$ cat src/serial_if_defines.vh
// Register offsets, field positions, reset values and timing constants of the serial interface block.
// What this block does
// - Transmit-empty sets when held word moves to shifter, clears while new word waits.
// - Transmit-empty reads zero at reset or disabled; the enable command forces it to one.
// - Mode-fault flag latches on a fault and clears when status is read.
// - Overrun latches on a second receive load without a receive read; status read clears.
// - Receive DMA end flag sets when its counter reaches 0; counter writes clear it.
// - Transmit DMA end flag sets when its counter reaches 0; counter writes clear it.
// - Receive DMA all-done reads one only while both receive counters are 0.
// - Transmit DMA all-done reads one only while both transmit counters are 0.
// - Select-rise flag latches on each slave-select rising edge; status read clears it.
// - Transmit-complete clears on a data write, sets when all empty and gap elapsed.
// - Enable-state bit reads one while enabled, zero while disabled.
// - Writing one to an enable bit sets the mask bit; zero leaves it.
// - Writing one to a disable bit clears the mask bit; zero leaves it.
// - Mask register reads the ten enabled sources at the status bit positions.
// - Per select, the idle-level bit sets the serial clock idle level.
// - Phase zero changes data on leading edge; phase one samples on leading edge.
// - With hold off, the select line is released once the last transfer's inter-word delay has elapsed.
// - With hold on, the select stays active until another select is requested or a word marked last ends.
// - Word-length codes 0000 to 1000 give 8 to 16 bits; higher codes reserved.
// - Master serial clock is the master clock divided by the 8-bit divider, 2 to 255; a divider of 1 also divides by 2.
// - Select-to-clock delay is half a clock period at zero, else field master clocks.
// - Consecutive transfers get 32 master clocks per inter-word delay unit, none at zero.
// - Receive-full sets when a word reaches receive data; reading receive data clears it.
`ifndef SERIAL_IF_DEFINES_VH
`define SERIAL_IF_DEFINES_VH
`define A_CTRL 8'h00
`define A_MODE 8'h04
`define A_RXDATA 8'h08
`define A_TXDATA 8'h0c
`define A_STATUS 8'h10
`define A_IEN 8'h14
`define A_IDIS 8'h18
`define A_IMASK 8'h1c
`define A_CSR0 8'h30
`define A_CSR_BASE 6'hc
`define CTRL_EN 0
`define CTRL_DIS 1
`define MODE_MASTER 0
`define MODE_VARSEL 1
`define MODE_FIXCS_LO 16
`define TX_CS_LO 16
`define TX_LAST 24
`define ST_RXFULL 0
`define ST_TRANSMIT_COMPLETE 1
`define ST_MODE_FAULT_FLAG 2
`define ST_OVR 3
`define ST_RX_DMA_COUNT_DONE 4
`define ST_TX_DMA_COUNT_DONE 5
`define ST_RX_DMA_ALL_DONE 6
`define ST_TX_DMA_ALL_DONE 7
`define ST_SELRISE 8
`define ST_TXCOMP 9
`define ST_ENS 16
`define NUM_FLAGS 10
`define CSR_MASK 32'hfffffffb
`define CSR_RESET 32'h00000000
`define MODE_MASK 32'h00030003
`define WORD_BASE 5'h08
`define WORD_MAX 5'h10
`define GAP_UNIT_SHIFT 5
`endif

$ cat src/serial_if.v
// Serial interface: registers, status flags, interrupt mask, per-select timing and master shifter.
//
// Implementation choices: the strobed register port and the address map.
`include "serial_if_defines.vh"
module serial_if
(
   // Clock and reset
   input wire REF_CLK_I,
   input wire RST_N_I,
   // Register port
   input wire [7:0] ADDR_I,
   input wire [31:0] WDATA_I,
   input wire WR_I,
   input wire RD_I,
   output wire [31:0] RDATA_O,
   // Serial pins
   input wire MISO_I,
   input wire SLAVE_SELECT_IN_I,
   output wire SERIAL_CLOCK_OUT_O,
   output wire MOSI_O,
   output wire [3:0] PERIPHERAL_SELECT_LINES_O,
   // Fault and DMA counter status
   input wire MODE_FAULT_I,
   input wire RX_CNT_ZERO_I,
   input wire RX_NEXT_ZERO_I,
   input wire TX_CNT_ZERO_I,
   input wire TX_NEXT_ZERO_I,
   input wire RX_CNT_WR_I,
   input wire TX_CNT_WR_I,
   // Interrupt
   output wire IRQ_O
);
   localparam S_IDLE = 3'd0;
   localparam S_LEAD = 3'd2;
   localparam S_TRAIL = 3'd3;
   localparam S_GAP = 3'd4;

   reg [31:0] csr_ff [0:3];
   reg [31:0] mode_ff;
   reg [31:0] rdata_ff;
   reg enable_ff;
   reg [15:0] hold_ff;
   reg [1:0] hold_cs_ff;
   reg hold_last_ff;
   reg tx_holding_empty_ff;
   reg rx_holding_full_ff;
   reg mode_fault_flag_ff;
   reg overrun_flag_ff;
   reg rx_dma_count_done_ff;
   reg tx_dma_count_done_ff;
   reg select_rise_flag_ff;
   reg transmit_complete_ff;
   reg [9:0] imask_ff;
   reg irq_ff;
   reg [15:0] rx_data_ff;
   reg rx_zero_q_ff;
   reg tx_zero_q_ff;
   reg ss_q_ff;
   reg [2:0] state_ff;
   reg [12:0] tmr_ff;
   reg [4:0] bit_ff;
   reg [15:0] tx_sh_ff;
   reg [15:0] rx_sh_ff;
   reg [1:0] cur_cs_ff;
   reg cur_last_ff;
   reg sel_act_ff;
   reg sck_ff;
   reg mosi_ff;
   reg [3:0] sel_n_ff;

   wire [3:0] csr_wr;
   wire st_rd = RD_I && (ADDR_I == `A_STATUS);
   wire rx_rd = RD_I && (ADDR_I == `A_RXDATA);
   wire tx_wr = WR_I && (ADDR_I == `A_TXDATA) && enable_ff;
   wire ctrl_wr = WR_I && (ADDR_I == `A_CTRL);
   wire en_cmd = ctrl_wr && WDATA_I[`CTRL_EN] && !WDATA_I[`CTRL_DIS];
   wire dis_cmd = ctrl_wr && WDATA_I[`CTRL_DIS];
   wire rx_dma_all_done = RX_CNT_ZERO_I && RX_NEXT_ZERO_I;
   wire tx_dma_all_done = TX_CNT_ZERO_I && TX_NEXT_ZERO_I;

   // Active configuration follows the select of the word in flight.
   wire [31:0] cfg = csr_ff[cur_cs_ff];
   wire clock_idle_level = cfg[0];
   wire clock_sample_phase = cfg[1];
   wire hold_select_after = cfg[3];
   wire [4:0] nbits = {1'b0, cfg[7:4]} + `WORD_BASE;
   wire [7:0] baud_divider = cfg[15:8];
   wire [7:0] select_to_clock_delay = cfg[23:16];
   wire [7:0] inter_word_delay = cfg[31:24];

   // An odd divider gives the extra cycle to the first half of the period.
   wire [7:0] half2_raw = {1'b0, baud_divider[7:1]};
   wire [12:0] half1 = {5'h00, baud_divider - half2_raw};
   wire [12:0] half2 = (half2_raw == 8'h00) ? 13'h0001 : {5'h00, half2_raw};
   wire [12:0] gap_len = {inter_word_delay, 5'h00};

   wire [1:0] new_cs = mode_ff[`MODE_VARSEL] ? hold_cs_ff : mode_ff[`MODE_FIXCS_LO+1:`MODE_FIXCS_LO];
   wire [31:0] new_cfg = csr_ff[new_cs];
   wire [4:0] new_bits = {1'b0, new_cfg[7:4]} + `WORD_BASE;
   // Setup is counted from the edge that drives the select low, so it uses the incoming select's fields.
   wire [12:0] new_half1 = {5'h00, new_cfg[15:8] - {1'b0, new_cfg[15:9]}};
   wire [12:0] new_setup = (new_cfg[23:16] == 8'h00) ? new_half1 : {5'h00, new_cfg[23:16]};
   wire [4:0] new_shift = `WORD_MAX - new_bits;
   wire [15:0] new_aligned = hold_ff << new_shift;
   wire go = enable_ff && mode_ff[`MODE_MASTER] && !tx_holding_empty_ff;
   wire same_sel = sel_act_ff && (cur_cs_ff == new_cs);
   wire load_now = (state_ff == S_IDLE) && go && (!sel_act_ff || same_sel);
   wire tmr_done = (tmr_ff == 13'h0000);
   wire last_bit = (bit_ff == nbits - 5'h01);
   wire word_done = (state_ff == S_TRAIL) && tmr_done && last_bit;
   wire [16:0] word_mask = (17'h00001 << nbits) - 17'h00001;
   wire [15:0] rx_raw = clock_sample_phase ? rx_sh_ff : {rx_sh_ff[14:0], MISO_I};
   wire [15:0] rx_word = rx_raw & word_mask[15:0];
   wire gap_end = (state_ff == S_GAP) && tmr_done;
   wire keep_sel = (hold_select_after && !cur_last_ff) ||
                   (go && !cur_last_ff && cur_cs_ff == new_cs);

   wire [9:0] flags = {transmit_complete_ff, select_rise_flag_ff, tx_dma_all_done, rx_dma_all_done,
                       tx_dma_count_done_ff, rx_dma_count_done_ff, overrun_flag_ff, mode_fault_flag_ff,
                       tx_holding_empty_ff, rx_holding_full_ff};

   // Per-select configuration registers.
   genvar gi;
   generate
      for (gi = 0; gi < 4; gi = gi + 1)
      begin : g_csr
         assign csr_wr[gi] = WR_I && (ADDR_I[7:2] == `A_CSR_BASE + gi);
         always @(posedge REF_CLK_I)
         begin
            if (!RST_N_I)
               csr_ff[gi] <= `CSR_RESET;
            else if (csr_wr[gi])
               csr_ff[gi] <= WDATA_I & `CSR_MASK;
         end
      end
   endgenerate

   // Register writes, enable, mask and read data.
   always @(posedge REF_CLK_I)
   begin
      if (!RST_N_I)
      begin
         mode_ff <= 32'h00000000;
         enable_ff <= 1'b0;
         imask_ff <= 10'h000;
         hold_ff <= 16'h0000;
         hold_cs_ff <= 2'h0;
         hold_last_ff <= 1'b0;
         rdata_ff <= 32'h00000000;
         irq_ff <= 1'b0;
      end
      else
      begin
         if (dis_cmd)
            enable_ff <= 1'b0;
         else if (en_cmd)
            enable_ff <= 1'b1;
         if (WR_I && ADDR_I == `A_MODE)
            mode_ff <= WDATA_I & `MODE_MASK;
         if (WR_I && ADDR_I == `A_IEN)
            imask_ff <= imask_ff | WDATA_I[9:0];
         if (WR_I && ADDR_I == `A_IDIS)
            imask_ff <= imask_ff & ~WDATA_I[9:0];
         if (tx_wr)
         begin
            hold_ff <= WDATA_I[15:0];
            hold_cs_ff <= WDATA_I[`TX_CS_LO+1:`TX_CS_LO];
            hold_last_ff <= WDATA_I[`TX_LAST];
         end
         irq_ff <= |(flags & imask_ff);
         rdata_ff <= 32'h00000000;
         if (RD_I)
         begin
            case (ADDR_I)
               `A_MODE: rdata_ff <= mode_ff;
               `A_RXDATA: rdata_ff <= {16'h0000, rx_data_ff};
               `A_STATUS: rdata_ff <= {15'h0000, enable_ff, 6'h00, flags};
               `A_IMASK: rdata_ff <= {22'h000000, imask_ff};
               default:
               begin
                  if (ADDR_I[7:4] == `A_CSR0 >> 4)
                     rdata_ff <= csr_ff[ADDR_I[3:2]];
                  else
                     rdata_ff <= 32'h00000000;
               end
            endcase
         end
      end
   end

   // Status flags; an event in the cycle of its clear wins over the clear, except transmit-empty and transmit-complete, where a data write wins.
   always @(posedge REF_CLK_I)
   begin
      if (!RST_N_I)
      begin
         tx_holding_empty_ff <= 1'b0;
         rx_holding_full_ff <= 1'b0;
         mode_fault_flag_ff <= 1'b0;
         overrun_flag_ff <= 1'b0;
         rx_dma_count_done_ff <= 1'b0;
         tx_dma_count_done_ff <= 1'b0;
         select_rise_flag_ff <= 1'b0;
         transmit_complete_ff <= 1'b0;
         rx_data_ff <= 16'h0000;
         rx_zero_q_ff <= 1'b0;
         tx_zero_q_ff <= 1'b0;
         ss_q_ff <= 1'b1;
      end
      else
      begin
         rx_zero_q_ff <= RX_CNT_ZERO_I;
         tx_zero_q_ff <= TX_CNT_ZERO_I;
         ss_q_ff <= SLAVE_SELECT_IN_I;
         if (dis_cmd)
            tx_holding_empty_ff <= 1'b0;
         else if (en_cmd)
            tx_holding_empty_ff <= 1'b1;
         else if (tx_wr)
            tx_holding_empty_ff <= 1'b0;
         else if (load_now)
            tx_holding_empty_ff <= 1'b1;
         if (word_done)
         begin
            rx_data_ff <= rx_word;
            rx_holding_full_ff <= 1'b1;
         end
         else if (rx_rd)
            rx_holding_full_ff <= 1'b0;
         if (word_done && rx_holding_full_ff && !rx_rd)
            overrun_flag_ff <= 1'b1;
         else if (st_rd)
            overrun_flag_ff <= 1'b0;
         if (MODE_FAULT_I)
            mode_fault_flag_ff <= 1'b1;
         else if (st_rd)
            mode_fault_flag_ff <= 1'b0;
         if (SLAVE_SELECT_IN_I && !ss_q_ff)
            select_rise_flag_ff <= 1'b1;
         else if (st_rd)
            select_rise_flag_ff <= 1'b0;
         if (RX_CNT_ZERO_I && !rx_zero_q_ff)
            rx_dma_count_done_ff <= 1'b1;
         else if (RX_CNT_WR_I)
            rx_dma_count_done_ff <= 1'b0;
         if (TX_CNT_ZERO_I && !tx_zero_q_ff)
            tx_dma_count_done_ff <= 1'b1;
         else if (TX_CNT_WR_I)
            tx_dma_count_done_ff <= 1'b0;
         if (tx_wr)
            transmit_complete_ff <= 1'b0;
         else if (gap_end && tx_holding_empty_ff)
            transmit_complete_ff <= 1'b1;
      end
   end

   // Master shifter: select setup, clock halves, inter-word gap.
   always @(posedge REF_CLK_I)
   begin
      if (!RST_N_I)
      begin
         state_ff <= S_IDLE;
         tmr_ff <= 13'h0000;
         bit_ff <= 5'h00;
         tx_sh_ff <= 16'h0000;
         rx_sh_ff <= 16'h0000;
         cur_cs_ff <= 2'h0;
         cur_last_ff <= 1'b0;
         sel_act_ff <= 1'b0;
         sel_n_ff <= 4'hf;
         sck_ff <= 1'b0;
         mosi_ff <= 1'b0;
      end
      else
      begin
         if (!tmr_done)
            tmr_ff <= tmr_ff - 13'h0001;
         case (state_ff)
            S_IDLE:
            begin
               if (!sel_act_ff)
                  sck_ff <= csr_ff[new_cs][0];
               if (go && sel_act_ff && !same_sel)
               begin
                  sel_act_ff <= 1'b0;
                  sel_n_ff <= 4'hf;
               end
               else if (load_now)
               begin
                  cur_cs_ff <= new_cs;
                  cur_last_ff <= hold_last_ff;
                  tx_sh_ff <= new_aligned;
                  bit_ff <= 5'h00;
                  if (new_cfg[1])
                     mosi_ff <= new_aligned[15];
                  sel_act_ff <= 1'b1;
                  sel_n_ff <= ~(4'h1 << new_cs);
                  if (same_sel)
                  begin
                     state_ff <= S_LEAD;
                     tmr_ff <= new_half1 - 13'h0001;
                  end
                  else
                  begin
                     state_ff <= S_LEAD;
                     tmr_ff <= new_setup - 13'h0001;
                  end
               end
            end
            S_LEAD:
            begin
               if (tmr_done)
               begin
                  sck_ff <= ~clock_idle_level;
                  if (clock_sample_phase)
                     rx_sh_ff <= {rx_sh_ff[14:0], MISO_I};
                  else
                  begin
                     mosi_ff <= tx_sh_ff[15];
                     tx_sh_ff <= {tx_sh_ff[14:0], 1'b0};
                  end
                  tmr_ff <= half2 - 13'h0001;
                  state_ff <= S_TRAIL;
               end
            end
            S_TRAIL:
            begin
               if (tmr_done)
               begin
                  sck_ff <= clock_idle_level;
                  if (clock_sample_phase)
                  begin
                     mosi_ff <= tx_sh_ff[14];
                     tx_sh_ff <= {tx_sh_ff[14:0], 1'b0};
                  end
                  else
                     rx_sh_ff <= {rx_sh_ff[14:0], MISO_I};
                  if (last_bit)
                  begin
                     state_ff <= S_GAP;
                     // The gap state always costs one cycle, so the full count is added on top of it.
                     tmr_ff <= gap_len;
                  end
                  else
                  begin
                     bit_ff <= bit_ff + 5'h01;
                     tmr_ff <= half1 - 13'h0001;
                     state_ff <= S_LEAD;
                  end
               end
            end
            S_GAP:
            begin
               if (tmr_done)
               begin
                  state_ff <= S_IDLE;
                  if (!keep_sel)
                  begin
                     sel_act_ff <= 1'b0;
                     sel_n_ff <= 4'hf;
                  end
               end
            end
            default:
            begin
               state_ff <= S_IDLE;
            end
         endcase
      end
   end

   assign RDATA_O = rdata_ff;
   assign SERIAL_CLOCK_OUT_O = sck_ff;
   assign MOSI_O = mosi_ff;
   assign PERIPHERAL_SELECT_LINES_O = sel_n_ff;
   assign IRQ_O = irq_ff;
endmodule

$ cat config.mk
export PLATFORM = sky130hd
export DESIGN_NAME = serial_if
export DESIGN_NICKNAME = d
export VERILOG_FILES = /design/src/serial_if.v
export VERILOG_INCLUDE_DIRS = /design/src
export SDC_FILE = /design/constraint.sdc
export NUM_CORES = 1
export LEC_CHECK = 0
export ABC_CLOCK_PERIOD_IN_PS = 13500
export BUFFER_PORTS_ARGS = -buffer_cell sky130_fd_sc_hd__buf_4
export CAP_MARGIN = 15
export CORE_MARGIN = 5
export CORE_UTILIZATION = 25
export DETAILED_ROUTE_END_ITERATION = 16
export GPL_TIMING_DRIVEN = 0
export PLACE_DENSITY = 0.49
export SYNTH_ARGS = -nofsm -noshare
export SYNTH_HDL_FRONTEND = slang
export SYNTH_SLANG_ARGS = --single-unit
export TNS_END_PERCENT = 50
$ cat constraint.sdc
create_clock -name REF_CLK_I -period 13.5 [get_ports REF_CLK_I]
set_input_delay 4.05 -clock REF_CLK_I [delete_from_list [all_inputs] [get_ports REF_CLK_I]]
set_output_delay 4.05 -clock REF_CLK_I [all_outputs]
set_load 0.005 [all_outputs]
; Yosys cells after proc, flatten, opt, wreduce, memory -nomap -nowiden
; Memories as Yosys holds them, arrays and structs flattened. A register that Yosys moved wholly into a read port is not among the register bits.
; Cells that the tools add are included.
[word_totals]
ff_bits = 157
ramBits = 124
output_inout_bits = 39
n_memories = 1
[classes]
bitwise = 13
addsub = 13
n_mux = 92
shifts = 3
eq_ne = 30
n_reduce_logical = 76
[mem_list]
columns = memory, words, width, read_ports, rd_ports_with_merged_regs, write_ports, line
row1 = csr_ff, 4, 31, 3, 1, 4, serial_if.v:38  ; reg [31:0] csr_ff [0:3];
[op_table]
columns = op, count
row1 = $mux 16, 10
row2 = $pmux 32 s4, 1
row3 = $mux 31, 4
row4 = $mux 13, 7
row5 = $pmux 16 s3, 1
row6 = $mux 1, 39
row7 = $pmux 13 s3, 1
row8 = $logic_and 1x1->1, 36
row9 = $eq 8x5->1 const B, 4
row10 = $mux 32, 1
row11 = $pmux 16 s2, 1
row12 = $sub 8x1->9 const B, 3
row13 = $eq 6x4->1 const B, 4
row14 = $logic_not 8->1, 3
row15 = $ne 2x2->1 const B, 12
row16 = $and 10x10->10, 2
row17 = $mux 10, 2
row18 = $mux 5, 4
row19 = $reduce_bool 2->1, 10
row20 = $mux 3, 6
row21 = $and 16x16->16, 1
row22 = $eq 8x4->1 const B, 2
row23 = $mux 4, 4
row24 = $shl 1x5->16 const A, 1
row25 = 43 further kinds, 68

; Depth between registers and ports, before layout
[logic_depth]
word_depth = 9
mapped_depth = 18
depth_no_buf = 15

; Worst setup path before layout
; Ideal clock, no wire load.
[synth_timing]
path_kind = input to register
from = in ADDR_I[2]
to = mem csr_ff[0][0] in the netlist's numbering (enable)
cell_stages = 3
path_slack_ns = 6.000
n_path_buf = 2
arrival_time_ns = 7.034
setup_time_ns = 0.466
path_cell_list = clkbuf_1 -> buf_1 -> o31ai_1
[synth_lines]
columns = item, line
row1 = "start, declared", serial_if.v:11  ; input wire [7:0] ADDR_I,
row2 = "end, declared", serial_if.v:38

==> results.md <==
- Setup violations, final: 0
- Worst-Margin Slew: 1.123 ns
- Sw Pwr: 0.6626 mW
- Warnings from Yosys: 0
- Clk_lat worst skew: 0.53 ns
- Leakage power: around 6.7 nW
- Worst Path Required: around 14 ns
- Fin crit share: 46.41%
- CTS max path bufs: 3
- CTS Buf Count: 34
- Initial antenna violation count: 3
- Comb power frac: about 18%
- 1st-pass router iterations: 5
- Non-filler instance count after layout: 2548
- PD cells: ~120 nW/um^2
- Top post-synthesis cells by area: edfxtp_1, dfxtp_1, mux4_2
- HPWL Detailed: 41230 um
- Maxcap violations: 0
- PortBufs: 88
- Fin Hold WS: 0.4524 ns
- Commonest cells after routing, fill and taps aside: nand2_1, dfxtp_1, and2_1, edfxtp_1, nor2_1
- Largest area contributor in the netlist: edfxtp_1
- Worst Setup Start Kind: input port
- Post-Syn Area: approximately 16000 um^2
- CTS tree: yes
- RePlAce Congestion: 0.9219
- Tightest Hold Check Type: reg2reg
- # hold bufs at CTS: 0
- Mapped Cells: 1546
- Vias/cell: approximately 5
- Crit Path Category: in2reg
- Final nets: 1760
- Wirelength per Cell: 21.09 um
- Ant diodes: 0
- CP Max Fanout: 10
- 1st-iter DRT viols: 1089
- Share of the synthesized area in the top cell type: roughly a quarter
- FMAX: between 150 and 200 MHz
- GRT Total Usage: 15.40%
- Largest net degree at the start of global routing: 19
- Post-synth EDFFs: 124
- Post-layout min period: ~6.3 ns
- Vias in the first global route: between 10000 and 15000
- Critical path's largest stage delay: 0.90 ns
- DRC: 0
- Ys flop type: dfxtp_1
- Initial Util: 25.08%
- Clock transition at path regs: 0.06 ns
- Max H-tree Level: 2
- Worst path cell trace: clkbuf_1 > buf_1 > nor3_1 > clkbuf_1 > and2_1
- Commonest non-fill, non-tap cell in the layout: nand2_1
- Data arrival time of the worst path: 6.53 ns
- Worst relative slew slack: 25.12%
- Sequential power share: about two fifths
- Post-route cell area: about 19000 um^2
- Die H: 260.9 um
- # placed instances: roughly 2500
- Switching Share: between 20% and 30%
- Crit-path leading delay family: buffers and inverters
- Final Total Pwr: 2.350 mW
- Post-CTS Resized: 0
- Die X: 260.9 um
- Internal cell power: 1.688 mW
- Clock Sinks: roughly 280
- Final TNS setup: 0 ns
- Routed WL: 53740 um
- Global-route wire length before repair: 80590 um
- Total number of vias: 12780
- Placeable Area: 62740 um^2
- Antenna Nets Post-Route: 0
- Yosys reg bits: 283
- Synth-to-Final Area Change: 19.66%
- Clk root buf: clkbuf_16
- Post-synthesis cell type count: 85
- Fraction of final layout cells with drive strength greater than 1: 16.75%
- FFs w/ async S/R, synth: 0%
- Cell mode on critical path: clkbuf_1
- Critical Path End Type: register
- Status: finished, final reports clean
- Grt ovf: 0
- CP max stage cell: buf_1
- Buf+Inv Stages, Crit Path: 3
- Clock Power Share: 41.0%
- Post-synthesis sequential area ratio: 43.89%
- Fin. max-slew vios: 0
- Cell Area, Placed: 17640 um^2
- Die ar.: approximately 68000 um^2
- Unrepaired setup endpoints after global routing: no
- Final Skew: between 0.02 and 0.025 ns
- Row Count: 92
- Final Hold Vio Count: 0
- Number of buffers added for setup after CTS: 0
- Io pins: 92
- Syn avg cell area: between 10 and 15 um^2
- Peak VDD IR: between 60 and 70 uV
-- area by class of cell --
type                       count  area, um^2
timing repair buffer          94       810.8
tap                          846        1059
clock buffer                  51        1040
buffer                        96       394.1
sequential                   283        6907
multi-input combinational   1127        8327
fill                        6459       43910
inverter                      41       158.9
clock inverter                10       132.6
-- path summary, 6_finish.rpt --
check                                 start  slack (ns)                          end  cells after the start
setup / recovery                  ADDR_I[2]        7.23  csr_ff[0][27]$_SDFFCE_PN0P_                      5
hold / removal    rx_sh_ff[15]$_SDFFE_PN0P_        0.45    rx_sh_ff[15]$_SDFFE_PN0P_                      2
setup reg to reg                   register        8.18        tmr_ff[12]$_SDFF_PN0_                     18
hold reg to reg   rx_sh_ff[15]$_SDFFE_PN0P_        0.45    rx_sh_ff[15]$_SDFFE_PN0P_                      2
-- power groups by stage --
stage	Sequential [mW]	Clock, mW	Combinational, mW
CTS	0.969	0.982	0.410
global placement	0.988	0	0.399
floorplan	0.977	0	0.276
finish	0.970	0.963	0.417
detailed placement	0.987	0	0.407
global route	0.975	1.01	0.456
-- per-stage QoR --
step / util (%) / setup WS, ns
floorplan: - / 6.000
global placement: 27.83 / 3.088
detailed placement: 28.12 / 6.682
CTS: 29.99 / 7.224
global route: 30.01 / 7.099
finish: 30.01 / 7.234
-- registers in the layout (all words and copies together) (netlist names), 2 cells and up, named ones only --
| signal | cells |
|---|---|
| csr_ff | 124 |
| RDATA_O | 32 |
| hold_ff | 16 |
| rx_data_ff | 16 |
| rx_sh_ff | 16 |
| tx_sh_ff | 16 |
| tmr_ff | 13 |
| bit_ff | 5 |
| PERIPHERAL_SELECT_LINES_O | 4 |
| mode_ff | 4 |
| state_ff | 3 |
| cur_cs_ff | 2 |
| hold_cs_ff | 2 |
-- layer usage --
metal  vias up  routed length, um  global-route usage, %  part of all wire, %
li1       5922                  -                      -                    -
met1      6358              22850                  20.00                   43
met2       397              26130                  26.40                   49
met3        96               3044                  2.303                  5.7
met4         6               1672                  4.946                  3.1
met5         -                 39                      0                0.073
-- tightest hold or removal path, delay by kind of cell, from the launching register on --
family / cells / cell delay (ns)
DFF: 1 / 0.31
and+or+nand+nor: 1 / 0.05
AOI/OAI and AO/OA: 1 / 0.05
-- kinds of logic after synthesis --
group / Yosys count / share of synthesized area [%]
xor gates and xnor gates: 45 / 2.600
DFF: 283 / 43.89
AOI/OAI and AO/OA: 306 / 12.52
and+or+nand+nor: 605 / 19.28
adders and majority gates: 30 / 2.433
muxes: 139 / 15.73
buffers and inverters: 137 / 3.515
other: 1 / 0.02383
-- synthesized netlist by cell type (39+ instances only) --
master,n
nand2_1,176
dfxtp_1,159
and2_1,143
edfxtp_1,124
nor2_1,116
a21oi_1,115
mux4_2,84
clkbuf_1,71
nor3_1,56
o21ai_0,47
mux2i_1,41
inv_1,39
No activity file was read; power rests on OpenSTA's default activity.
